===== src/palr_defines.vh =====
// Purpose: Shared constants of the polled ASCII link responder.
// Assumes: 200 MHz system clock, characters handed over by an external UART.
// Notes:   Character codes are 7 bits wide; counts are derived from times.
//
// Summary of operation
// - Control codes: EOT 04, ENQ 05, ACK 06, NAK 15, STX 02, ETB 17, ETX 03.
// - Every character on the link is a 7-bit ASCII code.
// - Host starts every exchange; device only ever answers.
// - Poll accepted only when the address equals the configured module address.
// - Received address stays valid until EOT is sent or received; the code also drops it on a poll with another address.
// - Area codes one to eight map to areas 1-8; zero means control area.
// - Missing area means control area; area on non-area identifier is ignored.
// - Reply is STX, identifier, data, ETB or ETX, then check character.
// - Replies over 136 bytes are split by ETB; each block restarts with STX.
// - Space between channel and value; comma between value and next channel.
// - Channel as two digits with zeros; leading value zeros replaced by spaces.
// - Soak times use a colon, up to 99:59 or 199:59.
// - Check character is XOR of all bytes after STX through ETB or ETX.
// - Device sends EOT on invalid identifier, bad format, or all data sent.
// - Device stays silent on a wrongly received address; host times out.
// - ACK makes the device send the next identifier, up to the list end.
// - NAK makes the device resend the identical reply, every time.
// - No host answer within about 3 s makes the device send EOT.
// - Any other host answer makes the device send EOT.
// - Device starts its reply within 50 ms of ENQ, ACK or NAK.
// - Frame is 7 or 8 data bits, none/even/odd parity, one stop bit.
`ifndef PALR_DEFINES_VH
`define PALR_DEFINES_VH

// ----------------------------------------------------------------------------
// Transmission control and text characters
// ----------------------------------------------------------------------------
`define PALR_EOT 7'h04
`define PALR_ENQ 7'h05
`define PALR_ACK 7'h06
`define PALR_NAK 7'h15
`define PALR_STX 7'h02
`define PALR_ETB 7'h17
`define PALR_ETX 7'h03
`define PALR_SPACE 7'h20
`define PALR_COMMA 7'h2C
`define PALR_ZERO 7'h30
`define PALR_AREA_LETTER 7'h4B
`define PALR_AREA_ZERO 7'h30
`define PALR_AREA_EIGHT 7'h38
`define PALR_DIGIT_HI 3'h3
`define PALR_CHAR_W 7

// ----------------------------------------------------------------------------
// Block sizing and buffering
// ----------------------------------------------------------------------------
`define PALR_BLK_MAX 8'h88
`define PALR_BLK_SPLIT 8'h86
`define PALR_FIFO_W 10
`define PALR_FIFO_D 32
`define PALR_FIFO_AW 5

// ----------------------------------------------------------------------------
// Timing
// ----------------------------------------------------------------------------
`define PALR_CLK_HZ 200000000
`define PALR_REPLY_MS 50
`define PALR_ANSWER_S 3
`define PALR_REPLY_CYCLES (`PALR_REPLY_MS * (`PALR_CLK_HZ / 1000))
`define PALR_ANSWER_CYCLES (`PALR_ANSWER_S * `PALR_CLK_HZ)
`define PALR_TIMER_W 30

`endif


===== src/palr_responder.v =====
// Purpose: Device side of an ASCII poll link: parses polls, frames replies.
// Assumes: rx/tx characters come from a UART on the same clock.
// Notes:   Value text arrives already formatted except for zero suppression.
`timescale 1ns/100ps
`include "palr_defines.vh"
module palr_responder #(
   parameter REPLY_CYCLES = `PALR_REPLY_CYCLES,
   parameter ANSWER_CYCLES = `PALR_ANSWER_CYCLES
)(
   input wire clock_i, // System clock, 200 MHz
   input wire rst_n_i, // Async reset, active low
   input wire [7:0] module_addr_i, // Address switch, two BCD digits
   input wire [7:0] rx_data_i, // Received character
   input wire rx_valid_i, // Received character strobe
   output reg [7:0] tx_data_o, // Character to send
   output reg tx_valid_o, // Character valid
   input wire tx_ready_i, // UART takes character
   output reg link_active_o, // Address currently valid
   output reg par_req_o, // Store lookup request
   output reg [13:0] par_id_o, // Identifier, two characters
   output reg [3:0] par_area_o, // Area, 0 is control area
   input wire par_ack_i, // Store lookup done
   input wire par_valid_i, // Identifier known
   input wire par_has_chan_i, // Identifier carries channels
   input wire par_last_i, // Identifier ends the list
   input wire [13:0] par_next_id_i, // Next identifier in list
   input wire [6:0] val_char_i, // Value text character
   input wire val_keep_i, // Never blank this character
   input wire val_item_end_i, // Last character of one value
   input wire val_list_end_i, // Last value of the identifier
   input wire val_valid_i, // Value character valid
   output wire val_ready_o // Buffer has room
);

   localparam [3:0] ST_IDLE = 4'h0;
   localparam [3:0] ST_FETCH = 4'h1;
   localparam [3:0] ST_STX = 4'h2;
   localparam [3:0] ST_ID0 = 4'h3;
   localparam [3:0] ST_ID1 = 4'h4;
   localparam [3:0] ST_DATA = 4'h5;
   localparam [3:0] ST_END = 4'h6;
   localparam [3:0] ST_BCC = 4'h7;
   localparam [3:0] ST_WAIT = 4'h8;
   localparam [3:0] ST_REPLAY = 4'h9;
   localparam [3:0] ST_EOT = 4'hA;
   localparam [2:0] DP_CH0 = 3'h0;
   localparam [2:0] DP_CH1 = 3'h1;
   localparam [2:0] DP_SP = 3'h2;
   localparam [2:0] DP_VAL = 3'h3;
   localparam [2:0] DP_COMMA = 3'h4;

   reg [7:0] addr_s1_reg;
   reg [7:0] addr_s2_reg;
   reg [3:0] state_reg;
   reg [2:0] dp_reg;
   reg [41:0] hist_reg;
   reg [2:0] n_reg;
   reg [13:0] next_id_reg;
   reg has_chan_reg;
   reg last_id_reg;
   reg last_blk_reg;
   reg first_blk_reg;
   reg lead_reg;
   reg [3:0] ch_tens_reg;
   reg [3:0] ch_ones_reg;
   reg [7:0] blk_cnt_reg;
   reg [7:0] blk_len_reg;
   reg [7:0] rp_idx_reg;
   reg [6:0] bcc_reg;
   reg [`PALR_TIMER_W-1:0] timer_reg;
   reg fifo_clr_reg;
   reg [6:0] replay_mem [0:`PALR_BLK_MAX-1];
   reg emit_en;
   reg [6:0] emit_byte;
   reg [6:0] addr_a, addr_b;
   reg has_addr, has_area, form_ok;
   wire [6:0] rx_char;
   wire [`PALR_FIFO_W-1:0] fifo_head;
   wire fifo_valid;
   wire fifo_pop;
   wire can_load;
   wire addr_ok;
   wire addr_match;
   wire [6:0] val_out;
   wire [3:0] area_num;

   // ---------------------------------------------------------------------
   // Value text buffer
   // ---------------------------------------------------------------------
   palr_fifo #(
      .WIDTH(`PALR_FIFO_W),
      .DEPTH(`PALR_FIFO_D),
      .AW(`PALR_FIFO_AW)
   ) u_fifo (
      .clock_i(clock_i),
      .rst_n_i(rst_n_i),
      .clr_i(fifo_clr_reg),
      .in_data_i({val_list_end_i, val_item_end_i, val_keep_i, val_char_i}),
      .in_valid_i(val_valid_i),
      .in_ready_o(val_ready_o),
      .out_data_o(fifo_head),
      .out_valid_o(fifo_valid),
      .out_ready_i(fifo_pop)
   );

   // ---------------------------------------------------------------------
   // Poll decoding
   // ---------------------------------------------------------------------
   // Parity or eighth bit from the UART is dropped; only 7-bit codes count
   assign rx_char = rx_data_i[6:0];
   assign can_load = ~tx_valid_o | tx_ready_i;
   assign addr_match = (addr_a == {`PALR_DIGIT_HI, addr_s2_reg[7:4]})
      && (addr_b == {`PALR_DIGIT_HI, addr_s2_reg[3:0]});
   // An address sent earlier in the link still counts
   assign addr_ok = has_addr ? addr_match : link_active_o;
   assign area_num = hist_reg[17:14];
   // Leading zeros of a value go out as spaces
   assign val_out = (lead_reg && !fifo_head[7] && !fifo_head[8]
      && fifo_head[6:0] == `PALR_ZERO) ? `PALR_SPACE : fifo_head[6:0];
   assign fifo_pop = emit_en && state_reg == ST_DATA && dp_reg == DP_VAL;

   // Split the collected characters into address, area and identifier
   always @* begin
      has_addr = 1'b0;
      has_area = 1'b0;
      addr_a = hist_reg[41:35];
      addr_b = hist_reg[34:28];
      if (n_reg == 3'h6) begin
         has_addr = 1'b1;
         has_area = 1'b1;
      end else if (n_reg == 3'h4) begin
         has_area = link_active_o && hist_reg[27:21] == `PALR_AREA_LETTER;
         has_addr = ~has_area;
         addr_a = hist_reg[27:21];
         addr_b = hist_reg[20:14];
      end
      form_ok = (n_reg == 3'h2 || n_reg == 3'h4 || n_reg == 3'h6)
         && (!has_area || (hist_reg[27:21] == `PALR_AREA_LETTER
         && hist_reg[20:14] >= `PALR_AREA_ZERO
         && hist_reg[20:14] <= `PALR_AREA_EIGHT));
   end

   // ---------------------------------------------------------------------
   // Next character to hand to the UART
   // ---------------------------------------------------------------------
   always @* begin
      emit_en = 1'b0;
      emit_byte = `PALR_EOT;
      if (can_load) begin
         case (state_reg)
            ST_STX: begin
               emit_en = 1'b1;
               emit_byte = `PALR_STX;
            end
            ST_ID0: begin
               emit_en = 1'b1;
               emit_byte = par_id_o[13:7];
            end
            ST_ID1: begin
               emit_en = 1'b1;
               emit_byte = par_id_o[6:0];
            end
            ST_DATA: begin
               if (blk_cnt_reg != `PALR_BLK_SPLIT) begin
                  case (dp_reg)
                     DP_CH0: begin
                        emit_en = 1'b1;
                        emit_byte = {`PALR_DIGIT_HI, ch_tens_reg};
                     end
                     DP_CH1: begin
                        emit_en = 1'b1;
                        emit_byte = {`PALR_DIGIT_HI, ch_ones_reg};
                     end
                     DP_SP: begin
                        emit_en = 1'b1;
                        emit_byte = `PALR_SPACE;
                     end
                     DP_VAL: begin
                        // Colons of soak times pass through as text
                        emit_en = fifo_valid;
                        emit_byte = val_out;
                     end
                     default: begin
                        emit_en = 1'b1;
                        emit_byte = `PALR_COMMA;
                     end
                  endcase
               end
            end
            ST_END: begin
               emit_en = 1'b1;
               emit_byte = last_blk_reg ? `PALR_ETX : `PALR_ETB;
            end
            ST_BCC: begin
               emit_en = 1'b1;
               emit_byte = bcc_reg;
            end
            ST_REPLAY: begin
               emit_en = 1'b1;
               emit_byte = replay_mem[rp_idx_reg];
            end
            ST_EOT: begin
               emit_en = 1'b1;
               emit_byte = `PALR_EOT;
            end
            default: emit_en = 1'b0;
         endcase
      end
   end

   // Copy of the block for resending
   always @(posedge clock_i) begin
      if (emit_en && state_reg != ST_REPLAY && state_reg != ST_EOT) begin
         replay_mem[(state_reg == ST_STX) ? 8'h00 : blk_cnt_reg] <= emit_byte;
      end
   end

   // ---------------------------------------------------------------------
   // Control sequence
   // ---------------------------------------------------------------------
   always @(posedge clock_i or negedge rst_n_i) begin
      if (!rst_n_i) begin
         addr_s1_reg <= 8'h00;
         addr_s2_reg <= 8'h00;
         state_reg <= ST_IDLE;
         dp_reg <= DP_CH0;
         hist_reg <= 42'h000_0000_0000;
         n_reg <= 3'h0;
         next_id_reg <= 14'h0000;
         has_chan_reg <= 1'b0;
         last_id_reg <= 1'b0;
         last_blk_reg <= 1'b0;
         first_blk_reg <= 1'b0;
         lead_reg <= 1'b1;
         ch_tens_reg <= 4'h0;
         ch_ones_reg <= 4'h1;
         blk_cnt_reg <= 8'h00;
         blk_len_reg <= 8'h00;
         rp_idx_reg <= 8'h00;
         bcc_reg <= 7'h00;
         timer_reg <= {`PALR_TIMER_W{1'b0}};
         fifo_clr_reg <= 1'b0;
         tx_data_o <= 8'h00;
         tx_valid_o <= 1'b0;
         link_active_o <= 1'b0;
         par_req_o <= 1'b0;
         par_id_o <= 14'h0000;
         par_area_o <= 4'h0;
      end else begin
         addr_s1_reg <= module_addr_i;
         addr_s2_reg <= addr_s1_reg;
         fifo_clr_reg <= 1'b0;
         timer_reg <= (state_reg == ST_FETCH || state_reg == ST_WAIT)
            ? timer_reg + {{(`PALR_TIMER_W-1){1'b0}}, 1'b1} : {`PALR_TIMER_W{1'b0}};
         // UART hand-over and check character
         if (emit_en) begin
            tx_data_o <= {1'b0, emit_byte};
            tx_valid_o <= 1'b1;
            blk_cnt_reg <= blk_cnt_reg + 8'h01;
            bcc_reg <= bcc_reg ^ emit_byte;
         end else if (tx_ready_i) begin
            tx_valid_o <= 1'b0;
         end
         case (state_reg)
            ST_IDLE: begin
               // Only a complete poll leads to a reply
               if (rx_valid_i) begin
                  if (rx_char == `PALR_EOT) begin
                     link_active_o <= 1'b0;
                     n_reg <= 3'h0;
                  end else if (rx_char == `PALR_ENQ) begin
                     n_reg <= 3'h0;
                     if (addr_ok && form_ok) begin
                        link_active_o <= 1'b1;
                        par_id_o <= hist_reg[13:0];
                        // No area given means control area
                        par_area_o <= has_area ? area_num : 4'h0;
                        par_req_o <= 1'b1;
                        fifo_clr_reg <= 1'b1;
                        state_reg <= ST_FETCH;
                     end else if (addr_ok) begin
                        state_reg <= ST_EOT;
                     end else begin
                        link_active_o <= 1'b0;
                     end
                  end else begin
                     hist_reg <= {hist_reg[34:0], rx_char};
                     n_reg <= (n_reg == 3'h7) ? n_reg : n_reg + 3'h1;
                  end
               end
            end
            ST_FETCH: begin
               if (par_ack_i) begin
                  par_req_o <= 1'b0;
                  has_chan_reg <= par_has_chan_i;
                  last_id_reg <= par_last_i;
                  next_id_reg <= par_next_id_i;
                  first_blk_reg <= 1'b1;
                  lead_reg <= 1'b1;
                  ch_tens_reg <= 4'h0;
                  ch_ones_reg <= 4'h1;
                  dp_reg <= par_has_chan_i ? DP_CH0 : DP_VAL;
                  state_reg <= par_valid_i ? ST_STX : ST_EOT;
               end else if (timer_reg >= REPLY_CYCLES - 1) begin
                  par_req_o <= 1'b0;
                  state_reg <= ST_EOT;
               end
            end
            ST_STX: begin
               if (emit_en) begin
                  blk_cnt_reg <= 8'h01;
                  bcc_reg <= 7'h00;
                  last_blk_reg <= 1'b0;
                  state_reg <= first_blk_reg ? ST_ID0 : ST_DATA;
               end
            end
            ST_ID0: begin
               if (emit_en) begin
                  state_reg <= ST_ID1;
               end
            end
            ST_ID1: begin
               if (emit_en) begin
                  state_reg <= ST_DATA;
               end
            end
            ST_DATA: begin
               if (can_load && blk_cnt_reg == `PALR_BLK_SPLIT) begin
                  state_reg <= ST_END;
               end else if (emit_en) begin
                  case (dp_reg)
                     DP_CH0: dp_reg <= DP_CH1;
                     DP_CH1: dp_reg <= DP_SP;
                     DP_SP: dp_reg <= DP_VAL;
                     DP_VAL: begin
                        if (fifo_head[6:0] != `PALR_ZERO) begin
                           lead_reg <= 1'b0;
                        end
                        if (fifo_head[8] && fifo_head[9]) begin
                           last_blk_reg <= 1'b1;
                           state_reg <= ST_END;
                        end else if (fifo_head[8]) begin
                           dp_reg <= DP_COMMA;
                        end
                     end
                     default: begin
                        lead_reg <= 1'b1;
                        dp_reg <= has_chan_reg ? DP_CH0 : DP_VAL;
                        ch_ones_reg <= (ch_ones_reg == 4'h9) ? 4'h0 : ch_ones_reg + 4'h1;
                        if (ch_ones_reg == 4'h9) begin
                           ch_tens_reg <= ch_tens_reg + 4'h1;
                        end
                     end
                  endcase
               end
            end
            ST_END: begin
               if (emit_en) begin
                  state_reg <= ST_BCC;
               end
            end
            ST_BCC: begin
               if (emit_en) begin
                  blk_len_reg <= blk_cnt_reg + 8'h01;
                  state_reg <= ST_WAIT;
               end
            end
            ST_WAIT: begin
               if (rx_valid_i) begin
                  timer_reg <= {`PALR_TIMER_W{1'b0}};
                  if (rx_char == `PALR_ACK) begin
                     first_blk_reg <= 1'b0;
                     if (!last_blk_reg) begin
                        state_reg <= ST_STX;
                     end else if (last_id_reg) begin
                        state_reg <= ST_EOT;
                     end else begin
                        par_id_o <= next_id_reg;
                        par_req_o <= 1'b1;
                        fifo_clr_reg <= 1'b1;
                        state_reg <= ST_FETCH;
                     end
                  end else if (rx_char == `PALR_NAK) begin
                     rp_idx_reg <= 8'h00;
                     state_reg <= ST_REPLAY;
                  end else if (rx_char == `PALR_EOT) begin
                     link_active_o <= 1'b0;
                     state_reg <= ST_IDLE;
                  end else begin
                     state_reg <= ST_EOT;
                  end
               end else if (timer_reg >= ANSWER_CYCLES - 1) begin
                  state_reg <= ST_EOT;
               end
            end
            ST_REPLAY: begin
               if (emit_en) begin
                  rp_idx_reg <= rp_idx_reg + 8'h01;
                  if (rp_idx_reg == blk_len_reg - 8'h01) begin
                     state_reg <= ST_WAIT;
                  end
               end
            end
            ST_EOT: begin
               if (emit_en) begin
                  link_active_o <= 1'b0;
                  n_reg <= 3'h0;
                  state_reg <= ST_IDLE;
               end
            end
            default: state_reg <= ST_IDLE;
         endcase
         // Host EOT during a reply abandons it
         if (rx_valid_i && rx_char == `PALR_EOT && state_reg != ST_IDLE
            && state_reg != ST_WAIT) begin
            link_active_o <= 1'b0;
            par_req_o <= 1'b0;
            state_reg <= ST_IDLE;
         end
      end
   end

endmodule // palr_responder


===== src/palr_fifo.v =====
// Purpose: Value text buffer between parameter store and reply framer.
// Assumes: Single clock; clear empties it in one cycle.
// Notes:   Ready and valid on both sides; in_ready_o comes from a flop.
`timescale 1ns/100ps
module palr_fifo #(
   parameter WIDTH = 10,
   parameter DEPTH = 32,
   parameter AW = 5
)(
   input wire clock_i, // System clock
   input wire rst_n_i, // Async reset, active low
   input wire clr_i, // Synchronous flush
   input wire [WIDTH-1:0] in_data_i, // Fill data
   input wire in_valid_i, // Fill data valid
   output reg in_ready_o, // Room available
   output wire [WIDTH-1:0] out_data_o, // Head word
   output wire out_valid_o, // Head word valid
   input wire out_ready_i // Drain accepts head
);

   reg [WIDTH-1:0] mem [0:DEPTH-1];
   reg [AW-1:0] wr_ptr_reg;
   reg [AW-1:0] rd_ptr_reg;
   reg [AW:0] count_reg;
   wire push;
   wire pop;
   wire [AW:0] count_next;

   // ---------------------------------------------------------------------
   // Handshake terms
   // ---------------------------------------------------------------------
   assign push = in_valid_i & in_ready_o;
   assign pop = out_valid_o & out_ready_i;
   assign out_valid_o = (count_reg != {(AW+1){1'b0}});
   assign out_data_o = mem[rd_ptr_reg];
   assign count_next = count_reg + {{AW{1'b0}}, push} - {{AW{1'b0}}, pop};

   // Storage array
   always @(posedge clock_i) begin
      if (push) begin
         mem[wr_ptr_reg] <= in_data_i;
      end
   end

   // Pointers, fill count and registered ready
   always @(posedge clock_i or negedge rst_n_i) begin
      if (!rst_n_i) begin
         wr_ptr_reg <= {AW{1'b0}};
         rd_ptr_reg <= {AW{1'b0}};
         count_reg <= {(AW+1){1'b0}};
         in_ready_o <= 1'b0;
      end else if (clr_i) begin
         wr_ptr_reg <= {AW{1'b0}};
         rd_ptr_reg <= {AW{1'b0}};
         count_reg <= {(AW+1){1'b0}};
         in_ready_o <= 1'b1;
      end else begin
         if (push) begin
            wr_ptr_reg <= wr_ptr_reg + {{(AW-1){1'b0}}, 1'b1};
         end
         if (pop) begin
            rd_ptr_reg <= rd_ptr_reg + {{(AW-1){1'b0}}, 1'b1};
         end
         count_reg <= count_next;
         in_ready_o <= (count_next < DEPTH);
      end
   end

endmodule // palr_fifo


===== config.mk =====
export PLATFORM = sky130hd
export DESIGN_NAME = palr_responder
export DESIGN_NICKNAME = d
export VERILOG_FILES = /design/src/palr_responder.v /design/src/palr_fifo.v
export VERILOG_INCLUDE_DIRS = /design/src /design/src/src
export SDC_FILE = /design/constraint.sdc
export NUM_CORES = 2
export LEC_CHECK = 0
export ABC_CLOCK_PERIOD_IN_PS = 6600
export BUFFER_PORTS_ARGS = -buffer_cell sky130_fd_sc_hd__buf_2
export CORE_MARGIN = 3
export CORE_UTILIZATION = 50
export CTS_CLUSTER_DIAMETER = 40
export DETAILED_ROUTE_END_ITERATION = 16
export PLACE_DENSITY = 0.68
export SYNTH_ARGS = -nofsm -noshare
export SYNTH_HDL_FRONTEND = slang
export SYNTH_SLANG_ARGS = --single-unit

===== constraint.sdc =====
create_clock -name clock_i -period 6.6 [get_ports clock_i]
set_clock_uncertainty 0.15 [all_clocks]
set_input_delay 0.33 -clock clock_i [delete_from_list [all_inputs] [get_ports clock_i]]
set_output_delay 0.33 -clock clock_i [all_outputs]
set_load 0.1 [all_outputs]

==> out/metrics.yaml <==
drtAntennaViolNets: 0
gp_congestion: 0.876
end_kind: "register"
tns_ns: 0
post_cts_resized: 0
dp.final_hpwl_mm: 88.2
reg2reg_depth: 10
grt_first_pass_wirelength_mm: 218
syn_inst: 3392
num_vias: 32500
die_x_um: 354
run_status: "finished clean"
ys_ff_latch: 1474
hold_class: "in2reg"
grt_max_degree: 137
worst_setup_path_start_kind: "register"
max-cap-violations: 0
die_y_um: 354
power.total_mw: 21.5
slew_headroom_pct: 19.9
crit_chain: "nor2b_1 -> and3_1 -> a31oi_1 -> nor2_2 -> inv_2 -> nor3_2 -> buf_4 -> and4_1 -> nand2_1 -> nor2_1"
r2r-end: "replay_mem[90][5]"
finalCriticalPeriod_ns: 5.44
hold_end: "addr_s1_reg[7]"
tightest_slew_ns: 1.20
max_stage_delay_ns: 0.88
min_from: "module_addr_i[7]"
critPathArrivalTime_ns: 5.66
hold_violations: 0
setup_viol: 0
mostFrequentLayoutCells: "1272 x edfxtp_1, 301 x nor2_1, 289 x mux4_2"
num_rows: 126
post-route-drc-count: 0
worstReg2RegStart: "state_reg[0]"
setup_slack_ns: 1.16
timing.hold.ws_ns: 0.0476
syn_nets: 3468
async_flop_share_pct: 13.7
wl_per_cell_um: 27.1
drt_iter0_drc: 3985
synthFlopType: "edfxtp_1"
layout.nets: 3661
cts-root-buf: "clkbuf_16"
placed_cells: 4956
syn_area_per_cell_um2: 17.8
cp_slowest_cell: "nor2_1"
fmax_ghz: 0.184
yosysWarnings: 0
largest_register_ffs: 952
seq_area_frac_synth_pct: 71.6
via_per_inst: 6.10
critPathKind: "reg2reg"
mappedNetlistArea_um2: 60400
clk_pin_slew_worst_paths_ns: 0.06
power.density_nw_per_um2: 311
final_core_util_pct: 58.1
n_fill_cell: 8857
reg2reg_setup_slack_ns: 1.16
hold_depth: 2
grt_overflow: 0
cts_sinks: 1474
ir_worst_vdd_mv: 0.292
synth_cell_type_count: 92
routed_wl_mm: 145
path_max_fanout: 20
grt_antenna_before_repair: 3
cts-buffers-inserted: 175
die-area_um2: 125000
rsz0062_at_grt: "false"
dpl-instance-area_um2: 62600
numPortBuffers: 76
htree_num_levels: 4
preCtsSetupSlack_ns: 1.29
slew_violations: 0
p_leak_nw: 23.2
grt_pass1_vias: 32600
syn2layout_area_growth_pct: 14.4
grtUsageTotal_pct: 23.4
io_pins: 79
synth_edf_count: 1272
fin_cells: 5335
core_um2: 119000
start_util_pct: 50.8
clock_latency_ns: 0.80
cts_tree: "built"
fin_crit_sh_pct: 82.4
final_area_um2: 69100
required_ns: 6.82
clk_path_buf_depth: 3
drt-pass1-iter-count: 8
layout_commonest_cell: "edfxtp_1"
layout-drive-gt1-share_pct: 22.7
==> worst max-delay path: cells and delay by family, from the launching register on <==
family	cells	cell delay (ns)
AOI/OAI and AO/OA	1	0.32
buffers and inverters	2	0.52
DFF	1	0.73
and+or+nand+nor	7	3.28
==> worst max path at each step <==
stage,start,to,cells after the start,slack [ns]
2_1_floorplan,rp_idx_reg[2],replay_mem[0][4],11,0.17
3_3_place_gp,state_reg[0],replay_mem[90][1],10,1.44
3_5_place_dp,state_reg[0],replay_mem[90][3],10,1.29
4_1_cts,state_reg[0],replay_mem[90][6],10,1.24
5_1_grt,state_reg[2],replay_mem[90][6],10,0.85
6_report,state_reg[0],replay_mem[90][5],10,1.16
==> area by class of cell <==
type	instances	area, um2	share of cell area [%]
Antenna cell	3	7.51	0.0109
Sequential cell	1474	43300	62.6
Multi-Input combinational cell	1698	16100	23.3
Tap cell	1600	2000	2.90
Clock buffer	195	4490	6.49
Timing Repair Buffer	190	1550	2.25
Clock inverter	129	1510	2.19
Inverter	46	178	0.257
==> synth_stat cells (26+ instances only) <==
library cell	number	area share (%)
nand3_1	66	0.55
mux4_2	289	11
mux2i_1	111	1.8
dfrtp_1	200	8.3
xor2_1	41	0.59
buf_2	39	0.32
mux2_2	93	1.7
nand2_1	188	1.2
edfxtp_1	1272	63
xnor2_1	28	0.41
o21ai_0	70	0.58
nor2_1	306	1.9
inv_1	44	0.27
clkbuf_1	80	0.50
ha_1	26	0.54
a21oi_1	58	0.48
==> cell families after synthesis <==
family / count (synthesis) / synth area share (%)
AOI/OAI and AO/OA: 329 / 3.78
and+or+nand+nor: 753 / 5.75
adders and majority gates: 27 / 0.572
buffers and inverters: 220 / 1.85
xor gates and xnor gates: 69 / 1.00
DFF: 1474 / 71.6
muxes: 519 / 15.4
other: 1 / 0.00621
==> power by group <==
part	switching, mW	total, mW	internal, mW
combinational	0.879	1.26	0.383
clock	3.95	9.76	5.82
sequential	0.216	10.5	10.2
total	5.04	21.5	16.4
==> layer usage <==
metal  part of all wire (%)  up-vias  GRT usage [%]
met4                    3.3        2           9.12
met2                     48     1463           36.2
li1                       -    13900              -
met1                     41    16900           32.6
met3                    8.3      273           5.24
met5                  0.012        -              0
==> what timing repair did <==
item	in CTS	in global routing
hold buffers	52	0
endpoints found under the hold margin	493	0
buffers inserted	0	0
Power figures use the tool's default switching activity.
